File: src/verilog/ucpps_consts.svh
`ifndef UCPPS_CONSTS_SVH
`define UCPPS_CONSTS_SVH

// Register indices on the plain register port
`define UCPPS_ADDR_CTRL      4'h0
`define UCPPS_ADDR_REARM     4'h1
`define UCPPS_ADDR_STATUS    4'h2
`define UCPPS_ADDR_FAULT     4'h3
`define UCPPS_ADDR_CCSTATE   4'h4
`define UCPPS_ADDR_ID        4'h5

// Control register fields, one byte per port (port 2 at +8)
`define UCPPS_CTRL_HV_EN     0
`define UCPPS_CTRL_SOURCE    1
`define UCPPS_CTRL_EXT_MODE  2
`define UCPPS_CTRL_VCONN_EN  3
`define UCPPS_CTRL_DISCH0    4
`define UCPPS_CTRL_DFP       5
`define UCPPS_PORT_STRIDE    8

// Fault bits per port (port 2 at +4)
`define UCPPS_FLT_OCC        0
`define UCPPS_FLT_OCP        1
`define UCPPS_FLT_RCP        2
`define UCPPS_FLT_OVUV       3
`define UCPPS_FLT_STRIDE     4

`define UCPPS_CTRL_RESET     16'h0000
`define UCPPS_ID_VALUE       16'h5A01

// Clamp deglitch, discharge limit and reset pulse
`define UCPPS_CLK_HZ         40000000
`define UCPPS_DEGLITCH_US    16
`define UCPPS_DEGLITCH_CYC   ((`UCPPS_DEGLITCH_US * `UCPPS_CLK_HZ) / 1000000)
`define UCPPS_DISCH0_MS      650
`define UCPPS_DISCH0_CYC     ((`UCPPS_DISCH0_MS * `UCPPS_CLK_HZ) / 1000)
`define UCPPS_HRST_CYC       16

`endif

File: src/verilog/ucpps_pkg.sv
package ucpps_pkg;

  typedef enum logic [1:0] {
    UCPPS_SUP_OFF,
    UCPPS_SUP_VBUS,
    UCPPS_SUP_MAIN,
    UCPPS_SUP_HRST
  } ucpps_sup_t;

  // Per-pin CC termination seen by the comparators
  typedef enum logic [1:0] {
    UCPPS_CC_OPEN,
    UCPPS_CC_RD,
    UCPPS_CC_RA
  } ucpps_term_t;

  typedef enum logic [2:0] {
    UCPPS_ATT_IDLE,
    UCPPS_ATT_SNK1,
    UCPPS_ATT_SNK2,
    UCPPS_ATT_CBL1,
    UCPPS_ATT_CBL2,
    UCPPS_ATT_ACC
  } ucpps_att_t;

  typedef enum logic [1:0] {
    UCPPS_DIS_IDLE,
    UCPPS_DIS_TO5,
    UCPPS_DIS_TO0
  } ucpps_dis_t;

  typedef struct packed {
    logic        hv_on;
    logic        ext_on;
    logic        vconn_cc1;
    logic        vconn_cc2;
    logic        pull_down;
    logic        latched;
    logic [3:0]  faults;
    logic [15:0] occ_cnt;
    logic [31:0] dis_cnt;
    logic        dis_timeout;
    ucpps_att_t  att;
    ucpps_dis_t  dis;
  } ucpps_port_t;

  typedef struct packed {
    logic [1:0]  sync1;
    logic [1:0]  sync2;
    ucpps_sup_t  sup;
    logic [4:0]  hrst_cnt;
    logic        core_en;
    logic        ldo_en;
    logic        hrst;
    logic [15:0] ctrl;
    logic [15:0] rdata;
    ucpps_port_t [1:0] port;
  } ucpps_state_t;

endpackage

File: src/verilog/ucpps_supervisor.sv
// The implementer's own choices: the register addresses and the address-and-strobe port.
`include "ucpps_consts.svh"
`timescale 1ns/1ps
`default_nettype none

module ucpps_supervisor
  import ucpps_pkg::*;
#(
  parameter int DEGLITCH_CYC = `UCPPS_DEGLITCH_CYC,
  parameter int DISCH0_CYC   = `UCPPS_DISCH0_CYC
) (
  input  wire logic        clk_i,
  input  wire logic        rst_i,
  input  wire logic [3:0]  addr_i,
  input  wire logic [15:0] wdata_i,
  input  wire logic        wr_i,
  input  wire logic        rd_i,
  output logic      [15:0] rdata_o,
  input  wire logic        main_supply_good_i,
  input  wire logic        main_supply_low_i,
  input  wire logic [1:0]  vbus_supply_good_i,
  input  wire logic [1:0]  clamp_active_i,
  input  wire logic [1:0]  trip_current_i,
  input  wire logic [1:0]  reverse_current_i,
  input  wire logic [1:0]  vbus_over_i,
  input  wire logic [1:0]  vbus_under_i,
  input  wire logic [1:0]  vbus_above_safe5_i,
  input  wire logic [1:0]  vbus_above_safe0_i,
  input  wire logic [1:0]  vconn_input_good_i,
  input  wire logic [1:0]  cc1_rd_i,
  input  wire logic [1:0]  cc1_ra_i,
  input  wire logic [1:0]  cc2_rd_i,
  input  wire logic [1:0]  cc2_ra_i,
  input  wire logic [1:0]  cc1_detach_i,
  input  wire logic [1:0]  cc2_detach_i,
  output logic             core_enable_o,
  output logic             vbus_regulator_enable_o,
  output logic             hard_reset_o,
  output logic      [1:0]  high_voltage_path_enable_o,
  output logic      [1:0]  clamp_enable_o,
  output logic      [1:0]  ideal_diode_mode_o,
  output logic      [1:0]  port1_external_path_enable_o,
  output logic      [1:0]  vconn_cc1_enable_o,
  output logic      [1:0]  vconn_cc2_enable_o,
  output logic      [1:0]  vbus_pull_down_o
);

  initial begin
    if (DEGLITCH_CYC < 1 || DEGLITCH_CYC > 65535) begin
      $error("DEGLITCH_CYC out of range");
    end
    if (DISCH0_CYC < 1) begin
      $error("DISCH0_CYC out of range");
    end
  end

  localparam logic [15:0] DEG_LIM = 16'(DEGLITCH_CYC - 1);
  localparam logic [31:0] DIS_LIM = 32'(DISCH0_CYC - 1);

  ucpps_state_t s_reg;
  ucpps_state_t s_next;

  // Comparator levels are asynchronous: two flops before use
  logic [31:0] raw_in;
  logic [31:0] sync1_reg;
  logic [31:0] sync_reg;

  assign raw_in = {vbus_above_safe0_i, cc2_detach_i, cc1_detach_i,
                   cc2_ra_i, cc2_rd_i, cc1_ra_i, cc1_rd_i,
                   vconn_input_good_i, vbus_above_safe5_i, vbus_under_i,
                   vbus_over_i, reverse_current_i, trip_current_i,
                   clamp_active_i, vbus_supply_good_i, main_supply_low_i,
                   main_supply_good_i};

  always_ff @(posedge clk_i or posedge rst_i) begin
    if (rst_i) begin
      sync1_reg <= 32'h00000000;
      sync_reg  <= 32'h00000000;
    end else begin
      sync1_reg <= raw_in;
      sync_reg  <= sync1_reg;
    end
  end

  logic       m_good;
  logic       m_low;
  logic [1:0] v_good;
  logic [1:0] clamp;
  logic [1:0] trip;
  logic [1:0] rev;
  logic [1:0] ovr;
  logic [1:0] und;
  logic [1:0] ab5;
  logic [1:0] ab0;
  logic [1:0] vin_good;
  logic [1:0] c1rd;
  logic [1:0] c1ra;
  logic [1:0] c2rd;
  logic [1:0] c2ra;
  logic [1:0] c1det;
  logic [1:0] c2det;

  assign m_good   = sync_reg[0];
  assign m_low    = sync_reg[1];
  assign v_good   = sync_reg[3:2];
  assign clamp    = sync_reg[5:4];
  assign trip     = sync_reg[7:6];
  assign rev      = sync_reg[9:8];
  assign ovr      = sync_reg[11:10];
  assign und      = sync_reg[13:12];
  assign ab5      = sync_reg[15:14];
  assign vin_good = sync_reg[17:16];
  assign c1rd     = sync_reg[19:18];
  assign c1ra     = sync_reg[21:20];
  assign c2rd     = sync_reg[23:22];
  assign c2ra     = sync_reg[25:24];
  assign c1det    = sync_reg[27:26];
  assign c2det    = sync_reg[29:28];
  assign ab0      = sync_reg[31:30];

  always_comb begin
    logic [7:0] pc;
    logic       src;
    logic       wr_rearm;
    logic       fault;
    logic       attached;
    logic       cable_ok;
    s_next   = s_reg;
    pc       = 8'h00;
    src      = 1'b0;
    wr_rearm = wr_i && (addr_i == `UCPPS_ADDR_REARM);
    fault    = 1'b0;
    attached = 1'b0;
    cable_ok = 1'b0;
    s_next.sync1 = 2'b00;
    s_next.sync2 = 2'b00;

    if (wr_i && addr_i == `UCPPS_ADDR_CTRL) begin
      s_next.ctrl = wdata_i;
    end

    s_next.hrst = 1'b0;
    case (s_reg.sup)
      UCPPS_SUP_OFF: begin
        s_next.core_en = 1'b0;
        s_next.ldo_en  = 1'b0;
        if (m_good) begin
          s_next.sup     = UCPPS_SUP_MAIN;
          s_next.core_en = 1'b1;
        end else if (|v_good) begin
          s_next.sup     = UCPPS_SUP_VBUS;
          s_next.ldo_en  = 1'b1;
          s_next.core_en = 1'b1;
        end
      end
      UCPPS_SUP_VBUS: begin
        if (m_good) begin
          s_next.sup    = UCPPS_SUP_MAIN;
          s_next.ldo_en = 1'b0;
        end else if (!(|v_good)) begin
          s_next.sup     = UCPPS_SUP_OFF;
          s_next.core_en = 1'b0;
          s_next.ldo_en  = 1'b0;
        end
      end
      UCPPS_SUP_MAIN: begin
        s_next.ldo_en = 1'b0;
        if (m_low && (|v_good)) begin
          s_next.sup      = UCPPS_SUP_HRST;
          s_next.hrst     = 1'b1;
          s_next.hrst_cnt = 5'h00;
          s_next.core_en  = 1'b0;
        end else if (m_low) begin
          s_next.sup     = UCPPS_SUP_OFF;
          s_next.core_en = 1'b0;
        end
      end
      UCPPS_SUP_HRST: begin
        s_next.hrst     = 1'b1;
        s_next.hrst_cnt = s_reg.hrst_cnt + 5'h01;
        if (s_reg.hrst_cnt == 5'(`UCPPS_HRST_CYC - 1)) begin
          s_next.hrst = 1'b0;
          s_next.sup  = UCPPS_SUP_OFF;
        end
      end
      default: s_next.sup = UCPPS_SUP_OFF;
    endcase

    for (int p = 0; p < 2; p++) begin
      pc  = s_reg.ctrl[p*`UCPPS_PORT_STRIDE +: 8];
      src = pc[`UCPPS_CTRL_SOURCE];
      s_next.port[p].faults = 4'h0;

      if (s_reg.port[p].hv_on && src && clamp[p]) begin
        if (s_reg.port[p].occ_cnt == DEG_LIM) begin
          s_next.port[p].faults[`UCPPS_FLT_OCC] = 1'b1;
        end else begin
          s_next.port[p].occ_cnt = s_reg.port[p].occ_cnt + 16'h0001;
        end
      end else begin
        s_next.port[p].occ_cnt = 16'h0000;
      end
      s_next.port[p].faults[`UCPPS_FLT_OCP] = trip[p];
      s_next.port[p].faults[`UCPPS_FLT_RCP] = rev[p];
      s_next.port[p].faults[`UCPPS_FLT_OVUV] = ovr[p] | und[p];
      fault = s_next.port[p].faults[`UCPPS_FLT_OCC] | trip[p] | rev[p];

      if (fault) begin
        s_next.port[p].latched = 1'b1;
      end else if (wr_rearm && wdata_i[p]) begin
        s_next.port[p].latched = 1'b0;
      end

      case (s_reg.port[p].att)
        UCPPS_ATT_IDLE: begin
          if (c1rd[p] && c2rd[p] || c1ra[p] && c2ra[p])
            s_next.port[p].att = UCPPS_ATT_ACC;
          else if (c1ra[p] && c2rd[p])
            s_next.port[p].att = UCPPS_ATT_CBL1;
          else if (c2ra[p] && c1rd[p])
            s_next.port[p].att = UCPPS_ATT_CBL2;
          else if (c1rd[p] && !c2ra[p])
            s_next.port[p].att = UCPPS_ATT_SNK1;
          else if (c2rd[p] && !c1ra[p])
            s_next.port[p].att = UCPPS_ATT_SNK2;
        end
        UCPPS_ATT_SNK1, UCPPS_ATT_CBL2: begin
          if (c1det[p]) s_next.port[p].att = UCPPS_ATT_IDLE;
        end
        UCPPS_ATT_SNK2, UCPPS_ATT_CBL1: begin
          if (c2det[p]) s_next.port[p].att = UCPPS_ATT_IDLE;
        end
        UCPPS_ATT_ACC: begin
          if (c1det[p] || c2det[p]) s_next.port[p].att = UCPPS_ATT_IDLE;
        end
        default: s_next.port[p].att = UCPPS_ATT_IDLE;
      endcase
      if (!pc[`UCPPS_CTRL_DFP]) begin
        s_next.port[p].att = UCPPS_ATT_IDLE;
      end
      attached = (s_reg.port[p].att != UCPPS_ATT_IDLE) &&
                 (s_reg.port[p].att != UCPPS_ATT_ACC);

      s_next.port[p].hv_on = pc[`UCPPS_CTRL_HV_EN] && !s_next.port[p].latched
        && !(ovr[p] | und[p]) && s_reg.core_en
        && (!src || !pc[`UCPPS_CTRL_DFP] || attached);

      s_next.port[p].ext_on = pc[`UCPPS_CTRL_EXT_MODE] && !(ovr[p] | und[p])
        && s_reg.core_en;

      cable_ok = pc[`UCPPS_CTRL_VCONN_EN] && s_reg.core_en;
      s_next.port[p].vconn_cc1 = cable_ok && s_reg.port[p].att == UCPPS_ATT_CBL1
        && (s_reg.port[p].vconn_cc1 || vin_good[p]);
      s_next.port[p].vconn_cc2 = cable_ok && s_reg.port[p].att == UCPPS_ATT_CBL2
        && (s_reg.port[p].vconn_cc2 || vin_good[p]);

      case (s_reg.port[p].dis)
        UCPPS_DIS_IDLE: begin
          s_next.port[p].pull_down = 1'b0;
          if (!s_reg.port[p].hv_on && pc[`UCPPS_CTRL_DISCH0] && ab0[p]) begin
            s_next.port[p].dis         = UCPPS_DIS_TO0;
            s_next.port[p].dis_cnt     = 32'h00000000;
            s_next.port[p].dis_timeout = 1'b0;
            s_next.port[p].pull_down   = 1'b1;
          end else if (!s_reg.port[p].hv_on && ab5[p]) begin
            s_next.port[p].dis       = UCPPS_DIS_TO5;
            s_next.port[p].pull_down = 1'b1;
          end
        end
        UCPPS_DIS_TO5: begin
          if (s_reg.port[p].hv_on || !ab5[p]) begin
            s_next.port[p].dis       = UCPPS_DIS_IDLE;
            s_next.port[p].pull_down = 1'b0;
          end
        end
        UCPPS_DIS_TO0: begin
          if (s_reg.port[p].dis_cnt != DIS_LIM) begin
            s_next.port[p].dis_cnt = s_reg.port[p].dis_cnt + 32'h00000001;
          end else begin
            s_next.port[p].dis_timeout = 1'b1;
          end
          if (s_reg.port[p].hv_on || !ab0[p]) begin
            s_next.port[p].dis       = UCPPS_DIS_IDLE;
            s_next.port[p].pull_down = 1'b0;
          end
        end
        default: s_next.port[p].dis = UCPPS_DIS_IDLE;
      endcase
    end

    s_next.rdata = 16'h0000;
    if (rd_i) begin
      if (addr_i == `UCPPS_ADDR_CTRL) begin
        s_next.rdata = s_reg.ctrl;
      end else if (addr_i == `UCPPS_ADDR_STATUS) begin
        s_next.rdata = {4'h0, s_reg.port[1].dis_timeout,
          s_reg.port[0].dis_timeout, s_reg.port[1].latched,
          s_reg.port[0].latched, s_reg.port[1].hv_on, s_reg.port[0].hv_on,
          s_reg.ldo_en, s_reg.core_en, 2'(s_reg.sup), m_good, |v_good};
      end else if (addr_i == `UCPPS_ADDR_FAULT) begin
        s_next.rdata = {8'h00, s_reg.port[1].faults, s_reg.port[0].faults};
      end else if (addr_i == `UCPPS_ADDR_CCSTATE) begin
        s_next.rdata = {9'h000, 3'(s_reg.port[1].att), 1'b0,
          3'(s_reg.port[0].att)};
      end else if (addr_i == `UCPPS_ADDR_ID) begin
        s_next.rdata = `UCPPS_ID_VALUE;
      end
    end
  end

  always_ff @(posedge clk_i or posedge rst_i) begin
    if (rst_i) begin
      s_reg      <= '0;
      s_reg.ctrl <= `UCPPS_CTRL_RESET;
    end else begin
      s_reg <= s_next;
    end
  end

  assign rdata_o                 = s_reg.rdata;
  assign core_enable_o           = s_reg.core_en;
  assign vbus_regulator_enable_o = s_reg.ldo_en;
  assign hard_reset_o            = s_reg.hrst;

  for (genvar g = 0; g < 2; g++) begin : g_port
    assign high_voltage_path_enable_o[g]   = s_reg.port[g].hv_on;
    assign clamp_enable_o[g]     = s_reg.port[g].hv_on &&
                                   s_reg.ctrl[g*8 + `UCPPS_CTRL_SOURCE];
    assign ideal_diode_mode_o[g] = !s_reg.ctrl[g*8 + `UCPPS_CTRL_SOURCE];
    assign port1_external_path_enable_o[g] = s_reg.port[g].ext_on;
    assign vconn_cc1_enable_o[g] = s_reg.port[g].vconn_cc1;
    assign vconn_cc2_enable_o[g] = s_reg.port[g].vconn_cc2;
    assign vbus_pull_down_o[g]   = s_reg.port[g].pull_down;
  end

endmodule

`default_nettype wire

File: config.mk
export PLATFORM = sky130hd
export DESIGN_NAME = ucpps_supervisor
export DESIGN_NICKNAME = d
export VERILOG_FILES = /design/src/verilog/ucpps_pkg.sv /design/src/verilog/ucpps_supervisor.sv
export VERILOG_INCLUDE_DIRS = /design/src /design/src/verilog
export SDC_FILE = /design/constraint.sdc
export NUM_CORES = 1
export LEC_CHECK = 0
export BUFFER_PORTS_ARGS = -buffer_cell sky130_fd_sc_hd__buf_2
export CORE_MARGIN = 1.5
export CORE_UTILIZATION = 54
export DETAILED_ROUTE_END_ITERATION = 6
export GPL_TIMING_DRIVEN = 1
export MAX_ROUTING_LAYER = met4
export PLACE_DENSITY = 0.86
export SLEW_MARGIN = 20
export SYNTH_ARGS = -nofsm -noshare
export SYNTH_HDL_FRONTEND = slang
export SYNTH_SLANG_ARGS = --single-unit
File: constraint.sdc
create_clock -name clk_i -period 7.55 [get_ports clk_i]
set_clock_uncertainty 0.05 [all_clocks]
set_input_delay 0.755 -clock clk_i [delete_from_list [all_inputs] [get_ports clk_i]]
set_output_delay 0.755 -clock clk_i [all_outputs]
set_load 0.03 [all_outputs]
==> flow_metrics.tcl, run 1 <==
set metrics [dict create \
    htreeDepth 1 \
    drt_iter0_drc 731 \
    initial_core_util_pct 55.1 \
    numCtsBuffers 24 \
    die_y_um 144 \
    n_fill_cell 1527 \
    hold_violations 0 \
    grt_overflow 0 \
    cts_tree "done" \
    fin_nets 1147 \
    grt_max_degree 155 \
    crit_path_end_kind "flop" \
    status "complete, no violations" \
    regArea_mm2 0.00586 \
    cts.repair.resized 0 \
    power_density_mw_per_mm2 265 \
    critPathBufInv 3 \
    gp_congestion 0.869 \
    multi_input_comb_area_mm2 0.00440 \
    seq_area_frac_synth_pct 54.6 \
    slowest_delay_ps 910 \
    clk_pin_slew_worst_paths_ps 60 \
    cp_slowest_cell "o21a_1" \
    ctsHoldBuffers 0 \
    cts_root_buf "clkbuf_16" \
    peakVddDrop_v 0.000193 \
    period_needed_ps 3280 \
    drive_gt1_share_pct 16.0 \
    critPathKind "reg2reg" \
    cp_data_arrival_time_ps 3590 \
    fmax_mhz 305 \
    first_pass_iters 5 \
    cp_max_fo 33 \
    ys_ff_latch 234 \
    cp.required_ps 7860 \
    area_growth_pct 13.0 \
    grt_pass1_vias 7554 \
    synth.net_count 1091 \
    clockBufferDepth 3 \
    track_usage_pct 23.1 \
    vias_per_cell 5.87 \
    synth.distinct_cells 70 \
    synth_edf_count 0 \
    async_flop_share_pct 100 \
    avgSynthCellArea_um2 10.6 \
    die_w_um 144 \
    final_antenna_net_count 0 \
    clock_sinks 234 \
    antenna_found_initial 0 \
    grt_pass1_wl_um 37000 \
    yosysWarnings 0 \
    path_cells "inv_1 -> ha_1 -> buf_4 -> inv_1 -> o21a_1 -> or2_1 -> o311ai_0" \
    cts_setup_buffers 0 \
    max_cap_violations 0 \
    hp-class "reg2reg" \
    slew_headroom_pct 30.4 \
    maxSlewViolCount 0 \
    leakagePower_nw 5.41 \
    cpLargestDelayFamily "compound AO/OA/AOI/OAI gates" \
    insertion_delay_ps 520 \
    setup_violations 0 \
    routedWlPerCell_um 17.0 \
    worstMarginPinSlew_ps 1040 \
    dieArea_mm2 0.0207 \
    timing.hold.ws_ps 293 \
    syn_area_mm2 0.0107 \
    dp_hpwl_um 15600 \
    setup_tns_ps 0 \
    pre_cts_ws_ps 4320 \
    row_count 51 \
    rsz0062_at_grt "false" \
    vias 7962 \
    worstSetupStartpointType "flop" \
    coreArea_mm2 0.0195 \
    period_share_pct 43.4 \
    postSynthCellCount 1016 \
    drt_wl_total_um 23100 \
    cpMostUsedCell "inv_1" \
    largest_register_ffs 141 \
    setup_ws_ps 4270 \
    design.portCount 89 \
    drc_errors 0 \
    synthFlopType "dfrtp_1" \
    io_buffer_count 88 \
]
[cells in the mapped netlist (all sizes together), types with 16 or more instances]
cell type | n | area share [%]
and3 | 25 | 1.5
clkbuf | 30 | 1.1
xor2 | 31 | 2.5
buf | 33 | 2.3
nand4 | 29 | 1.7
or3 | 16 | 0.93
nor2 | 104 | 3.6
mux2 | 21 | 2.2
inv | 27 | 0.95
nor3 | 28 | 1.3
dfrtp | 234 | 55
a21oi | 47 | 2.2
nand2 | 67 | 2.3
xnor2 | 22 | 1.8
nor4 | 25 | 1.6
nand3 | 33 | 1.5
ha | 19 | 2.2
o21ai | 47 | 2.2
[cells by family (layout without fill, tap and decap cells)]
family / after synthesis / count (layout) / share of synthesized area [%]
XOR/XNOR: 53 / 53 / 4.33
other: 0 / 3 / 0
adder cells (fa/ha/maj): 19 / 19 / 2.22
AND/OR/NAND/NOR: 408 / 408 / 20.2
AO/OA/AOI/OAI: 184 / 184 / 11.4
buffers and inverters: 90 / 163 / 4.35
multiplexers: 28 / 28 / 2.86
flip-flops: 234 / 234 / 54.6
[cell usage in the layout, fill, tap and decap left out, types with 26 or more instances in the layout]
| cell | Yosys | final |
|---|---|---|
| nand2_1 | 67 | 67 |
| o21ai_0 | 46 | 46 |
| dfrtp_1 | 234 | 234 |
| nor2_1 | 104 | 104 |
| buf_2 | 3 | 88 |
| nand3_1 | 33 | 33 |
| nor3_1 | 28 | 28 |
| a21oi_1 | 47 | 47 |
| xor2_1 | 31 | 31 |
| inv_1 | 27 | 26 |
| nand4_1 | 29 | 29 |
[cell type report]
class / count / share of cell area (%)
Inverter: 27 / 0.940
Multi-Input combinational cell: 692 / 36.3
Sequential cell: 234 / 48.3
Clock inverter: 10 / 1.65
Tap cell: 265 / 2.74
Antenna cell: 3 / 0.0620
Clock buffer: 33 / 5.82
Timing Repair Buffer: 93 / 4.11
[path summary, 6_finish.rpt]
kind | from | end | slack [ps] | depth (start not counted)
min in group asynchronous | rst_i | s_reg[92] | 310 | 2
worst min-delay path | sync1_reg[7] | sync_reg[7] | 290 | 0
max in group asynchronous | rst_i | s_reg[164] | 5890 | 4
worst max register to register | s_reg[64] | s_reg[101] | 4270 | 7
worst min register to register | sync1_reg[7] | sync_reg[7] | 290 | 0
worst max-delay path | s_reg[64] | s_reg[101] | 4270 | 7
[power by group]
part           total [mW]  switching (mW)  internal, mW
Clock                1.33           0.479         0.855
Sequential           1.43          0.0884          1.34
Combinational       0.446           0.287         0.159
[layer usage]
metal	global-route usage [%]	part of all wire [%]
met2	37.6	48
met4	6.23	2.3
met3	3.37	6.1
met1	30.4	44
met5	-	0
[stage by stage]
stage	total power [mW]	util [%]	instances	instance area [um^2]
after floorplan	1.77	-	1016	10700
after global placement	1.87	57.4	1310	11200
after detailed placement	1.89	57.4	1310	11200
after CTS	3.22	62.0	1353	12100
after global routing	3.33	62.2	1354	12100
final	3.21	62.3	1357	12100
(Power assumes the default switching activity.)
==> inputs of run 2 (changes only) <==
--- a/config.mk
+++ b/config.mk
@@ -6,13 +6,14 @@
 export SDC_FILE = /design/constraint.sdc
 export NUM_CORES = 1
 export LEC_CHECK = 0
+export ABC_AREA = 1
 export BUFFER_PORTS_ARGS = -buffer_cell sky130_fd_sc_hd__buf_2
 export CORE_MARGIN = 1.5
-export CORE_UTILIZATION = 54
+export CORE_UTILIZATION = 55
 export DETAILED_ROUTE_END_ITERATION = 6
 export GPL_TIMING_DRIVEN = 1
 export MAX_ROUTING_LAYER = met4
-export PLACE_DENSITY = 0.86
+export PLACE_DENSITY = 0.87
 export SLEW_MARGIN = 20
 export SYNTH_ARGS = -nofsm -noshare
 export SYNTH_HDL_FRONTEND = slang
==> constraint.sdc (replaced) <==
create_clock -name clk_i -period 3 [get_ports clk_i]
set_clock_uncertainty 0.05 [all_clocks]
set_input_delay 0.3 -clock clk_i [delete_from_list [all_inputs] [get_ports clk_i]]
set_output_delay 0.3 -clock clk_i [all_outputs]
set_load 0.03 [all_outputs]
==> run 2 against run 1 <==
Count of clock-buffer cells in the layout decreased by 3. Fmax increased by 47%. Global-route usage increased by 4.9 points. Non-clock buffer count increased by 56. Critical path type unchanged. Synthesized area increased by 9.4%. Routed wire length increased by 29%. Die area increased by 7.3%. Sequential share of layout area decreased by 5.3 points.
==> flow_metrics.tcl, run 2 <==
set metrics [dict create \
    power_density_mw_per_mm2 609 \
    synth_xor_area_share_pct 2.09 \
    cts_tree "done" \
    synthFlopType "dfrtp_1" \
    dieArea_mm2 0.0222 \
    drive_gt1_share_pct 10.9 \
    combinationalPowerShare_pct 19.2 \
    r2r_end "high_voltage_path_enable_o[0]" \
    synthAdderAreaFrac_pct 2.03 \
    holdCritStartpoint "wdata_i[1]" \
    yosysMostFrequentCell "nand2_1" \
    numCtsBuffers 24 \
    switching_share_pct 31.8 \
    clkPwrFrac_pct 36.9 \
    wl_met1_um 12500 \
    maxSlewViolCount 0 \
    setup_violations 0 \
    critPathBufInv 2 \
    htreeDepth 1 \
    fin_util_pct 65.0 \
    holdPathEnd "s_reg[145]" \
    wl_met3_um 2240 \
    synth-simple-area-share_pct 29.6 \
    cp_data_arrival_time_ps 2590 \
    period_share_pct 74.2 \
    cpLargestDelayFamily "simple AND/OR/NAND/NOR gates" \
    hp-class "in2reg" \
    initial_core_util_pct 56.0 \
    power.total_mw 8.29 \
    peakVddDrop_v 0.000538 \
    largest_register_ffs 141 \
    switchingPower_mw 2.64 \
    multi_input_comb_area_mm2 0.00499 \
    postSynthCellCount 1499 \
    clockBufferDepth 3 \
    max_cap_violations 0 \
    synth.net_count 1574 \
    final_antenna_net_count 0 \
    r2r_setup_slack_ps 770 \
    first_pass_iters 7 \
    setup_tns_ps 0 \
    clk_pin_slew_worst_paths_ps 70 \
    vias 10500 \
    ys_top_cells_by_count "414 x nand2_1, 234 x dfrtp_1, 230 x nor2_1, 143 x inv_1, 137 x nand3_1" \
    status "complete, no violations" \
    cp_slowest_cell "dfrtp_1" \
    intPower_mw 5.65 \
    antenna_found_initial 0 \
    clock_sinks 234 \
    cts_root_buf "clkbuf_16" \
    top_layer "met4" \
    cp.required_ps 3370 \
    rsz0062_at_grt "false" \
    grt_pass1_vias 10100 \
    yosys-top-cells-area "dfrtp_1 50%, nand2_1 13%, nor2_1 7.4%" \
    leakagePower_nw 6.11 \
    stdcell_count 1918 \
    min_path_cells 3 \
    antenna_cells 0 \
    yosysTopAreaCell "dfrtp_1" \
    critPathKind "reg2reg" \
    hold_violations 0 \
    dp_hpwl_um 20800 \
    synthMuxAreaShare_pct 1.15 \
    synth_compound_area_share_pct 7.73 \
    grt_max_degree 63 \
    gp_congestion 0.965 \
    drt_wl_total_um 29800 \
    drc_errors 0 \
    slowest_delay_ps 420 \
    grt_overflow 0 \
    vias_per_cell 5.47 \
    drt_iter0_drc 819 \
    layout_commonest_cell "nand2_1" \
    insertion_delay_ps 530 \
    async_flop_share_pct 100 \
    syn_area_mm2 0.0117 \
    worstSetupStartpointType "flop" \
    dp.cells 1828 \
    ys_ff_latch 234 \
    die_y_um 149 \
    synth_top_area_share_pct 49.9 \
    postLayoutCellArea_mm2 0.0136 \
    synth.distinct_cells 37 \
    mostFrequentLayoutCells "414 x nand2_1, 234 x dfrtp_1, 230 x nor2_1" \
    path_cells "ha_1 -> nand2_1 -> nor2_1 -> inv_1 -> nor2_1 -> nand2_1 -> inv_1 -> nand2_1 -> nand3_1 -> nor2_1" \
    coreArea_mm2 0.0210 \
    fmax_mhz 449 \
    io_buffer_count 88 \
    cp_max_fo 6 \
    regArea_mm2 0.00586 \
    n_fill_cell 1738 \
    area_growth_pct 16.0 \
    p_seq_share_pct 43.9 \
    seq_area_frac_synth_pct 49.9 \
    slew_headroom_pct 59.5 \
    fin_nets 1700 \
    design.portCount 89 \
    period_needed_ps 2230 \
    die_w_um 149 \
    reg2regPathDepth 10 \
    worstMarginPinSlew_ps 606 \
    synth_top_family_by_area "simple AND/OR/NAND/NOR gates" \
    reg2reg_from "s_reg[38]" \
    dpl_cell_area_mm2 0.0123 \
    avgSynthCellArea_um2 7.82 \
    grt_pass1_wl_um 48600 \
    wl_met2_um 14100 \
    synth_edf_count 0 \
    yosysWarnings 0 \
    cts.repair.resized 0 \
    crit_path_end_kind "flop" \
    routedWlPerCell_um 15.5 \
    track_usage_pct 28.0 \
    row_count 53 \
]
==> run 2: what timing repair did <==
action | CTS | global route
buffers inserted | 0 | 0
hold buffers | 45 | 0
endpoints found under the hold margin | 83 | 0
==> run 2: power by group through the flow <==
stage | clock (mW) | sequential (mW) | combinational [mW]
6_report | 3.06 | 3.64 | 1.60
5_1_grt | 3.21 | 3.66 | 1.79
4_1_cts | 3.09 | 3.63 | 1.58
3_5_place_dp | 0 | 3.68 | 1.52
3_3_place_gp | 0 | 3.67 | 1.47
2_1_floorplan | 0 | 3.63 | 1.19
==> run 2: tightest hold or removal path, cell delays in order <==
cell,delay [ps]
buf_2,90
inv_1,70
o21ai_0,80
==> run 2: worst max path at each step <==
stage	startpoint	depth (start not counted)	to
2_1_floorplan	rst_i	1	core_enable_o
3_3_place_gp	s_reg[64]	12	s_reg[83]
3_5_place_dp	s_reg[70]	11	s_reg[83]
4_1_cts	s_reg[70]	11	s_reg[83]
5_1_grt	s_reg[70]	11	s_reg[84]
6_report	s_reg[38]	10	high_voltage_path_enable_o[0]
==> run 2: layer usage <==
layer	GRT usage (%)	vias up
li1	-	5053
met1	35.6	4946
met2	45.0	403
met3	5.60	86
met4	9.55	0
met5	-	-
==> run 2: kinds of logic after synthesis <==
family / count (synthesis)
and+or+nand+nor: 841
AOI/OAI and AO/OA: 167
buffers and inverters: 198
muxes: 12
adders and majority gates: 19
DFF: 234
xor gates and xnor gates: 28
==> run 2: cell type report <==
cell class	count	share of cell area, %
Clock inverter	14	1.05
Tap cell	275	2.53
Sequential cell	234	43.0
Multi-Input combinational cell	1067	36.7
Timing Repair Buffer	149	7.70
Inverter	149	4.14
Clock buffer	30	4.88
==> run 2: through the flow <==
| step | hold WS [ps] | setup WS, ps |
|---|---|---|
| 2_1_floorplan | 281 | -414 |
| 3_5_place_dp | 285 | 885 |
| 4_1_cts | 0.921 | 877 |
| 6_report | 19.3 | 773 |
| 3_3_place_gp | 283 | 988 |
| 5_1_grt | 18.4 | 624 |
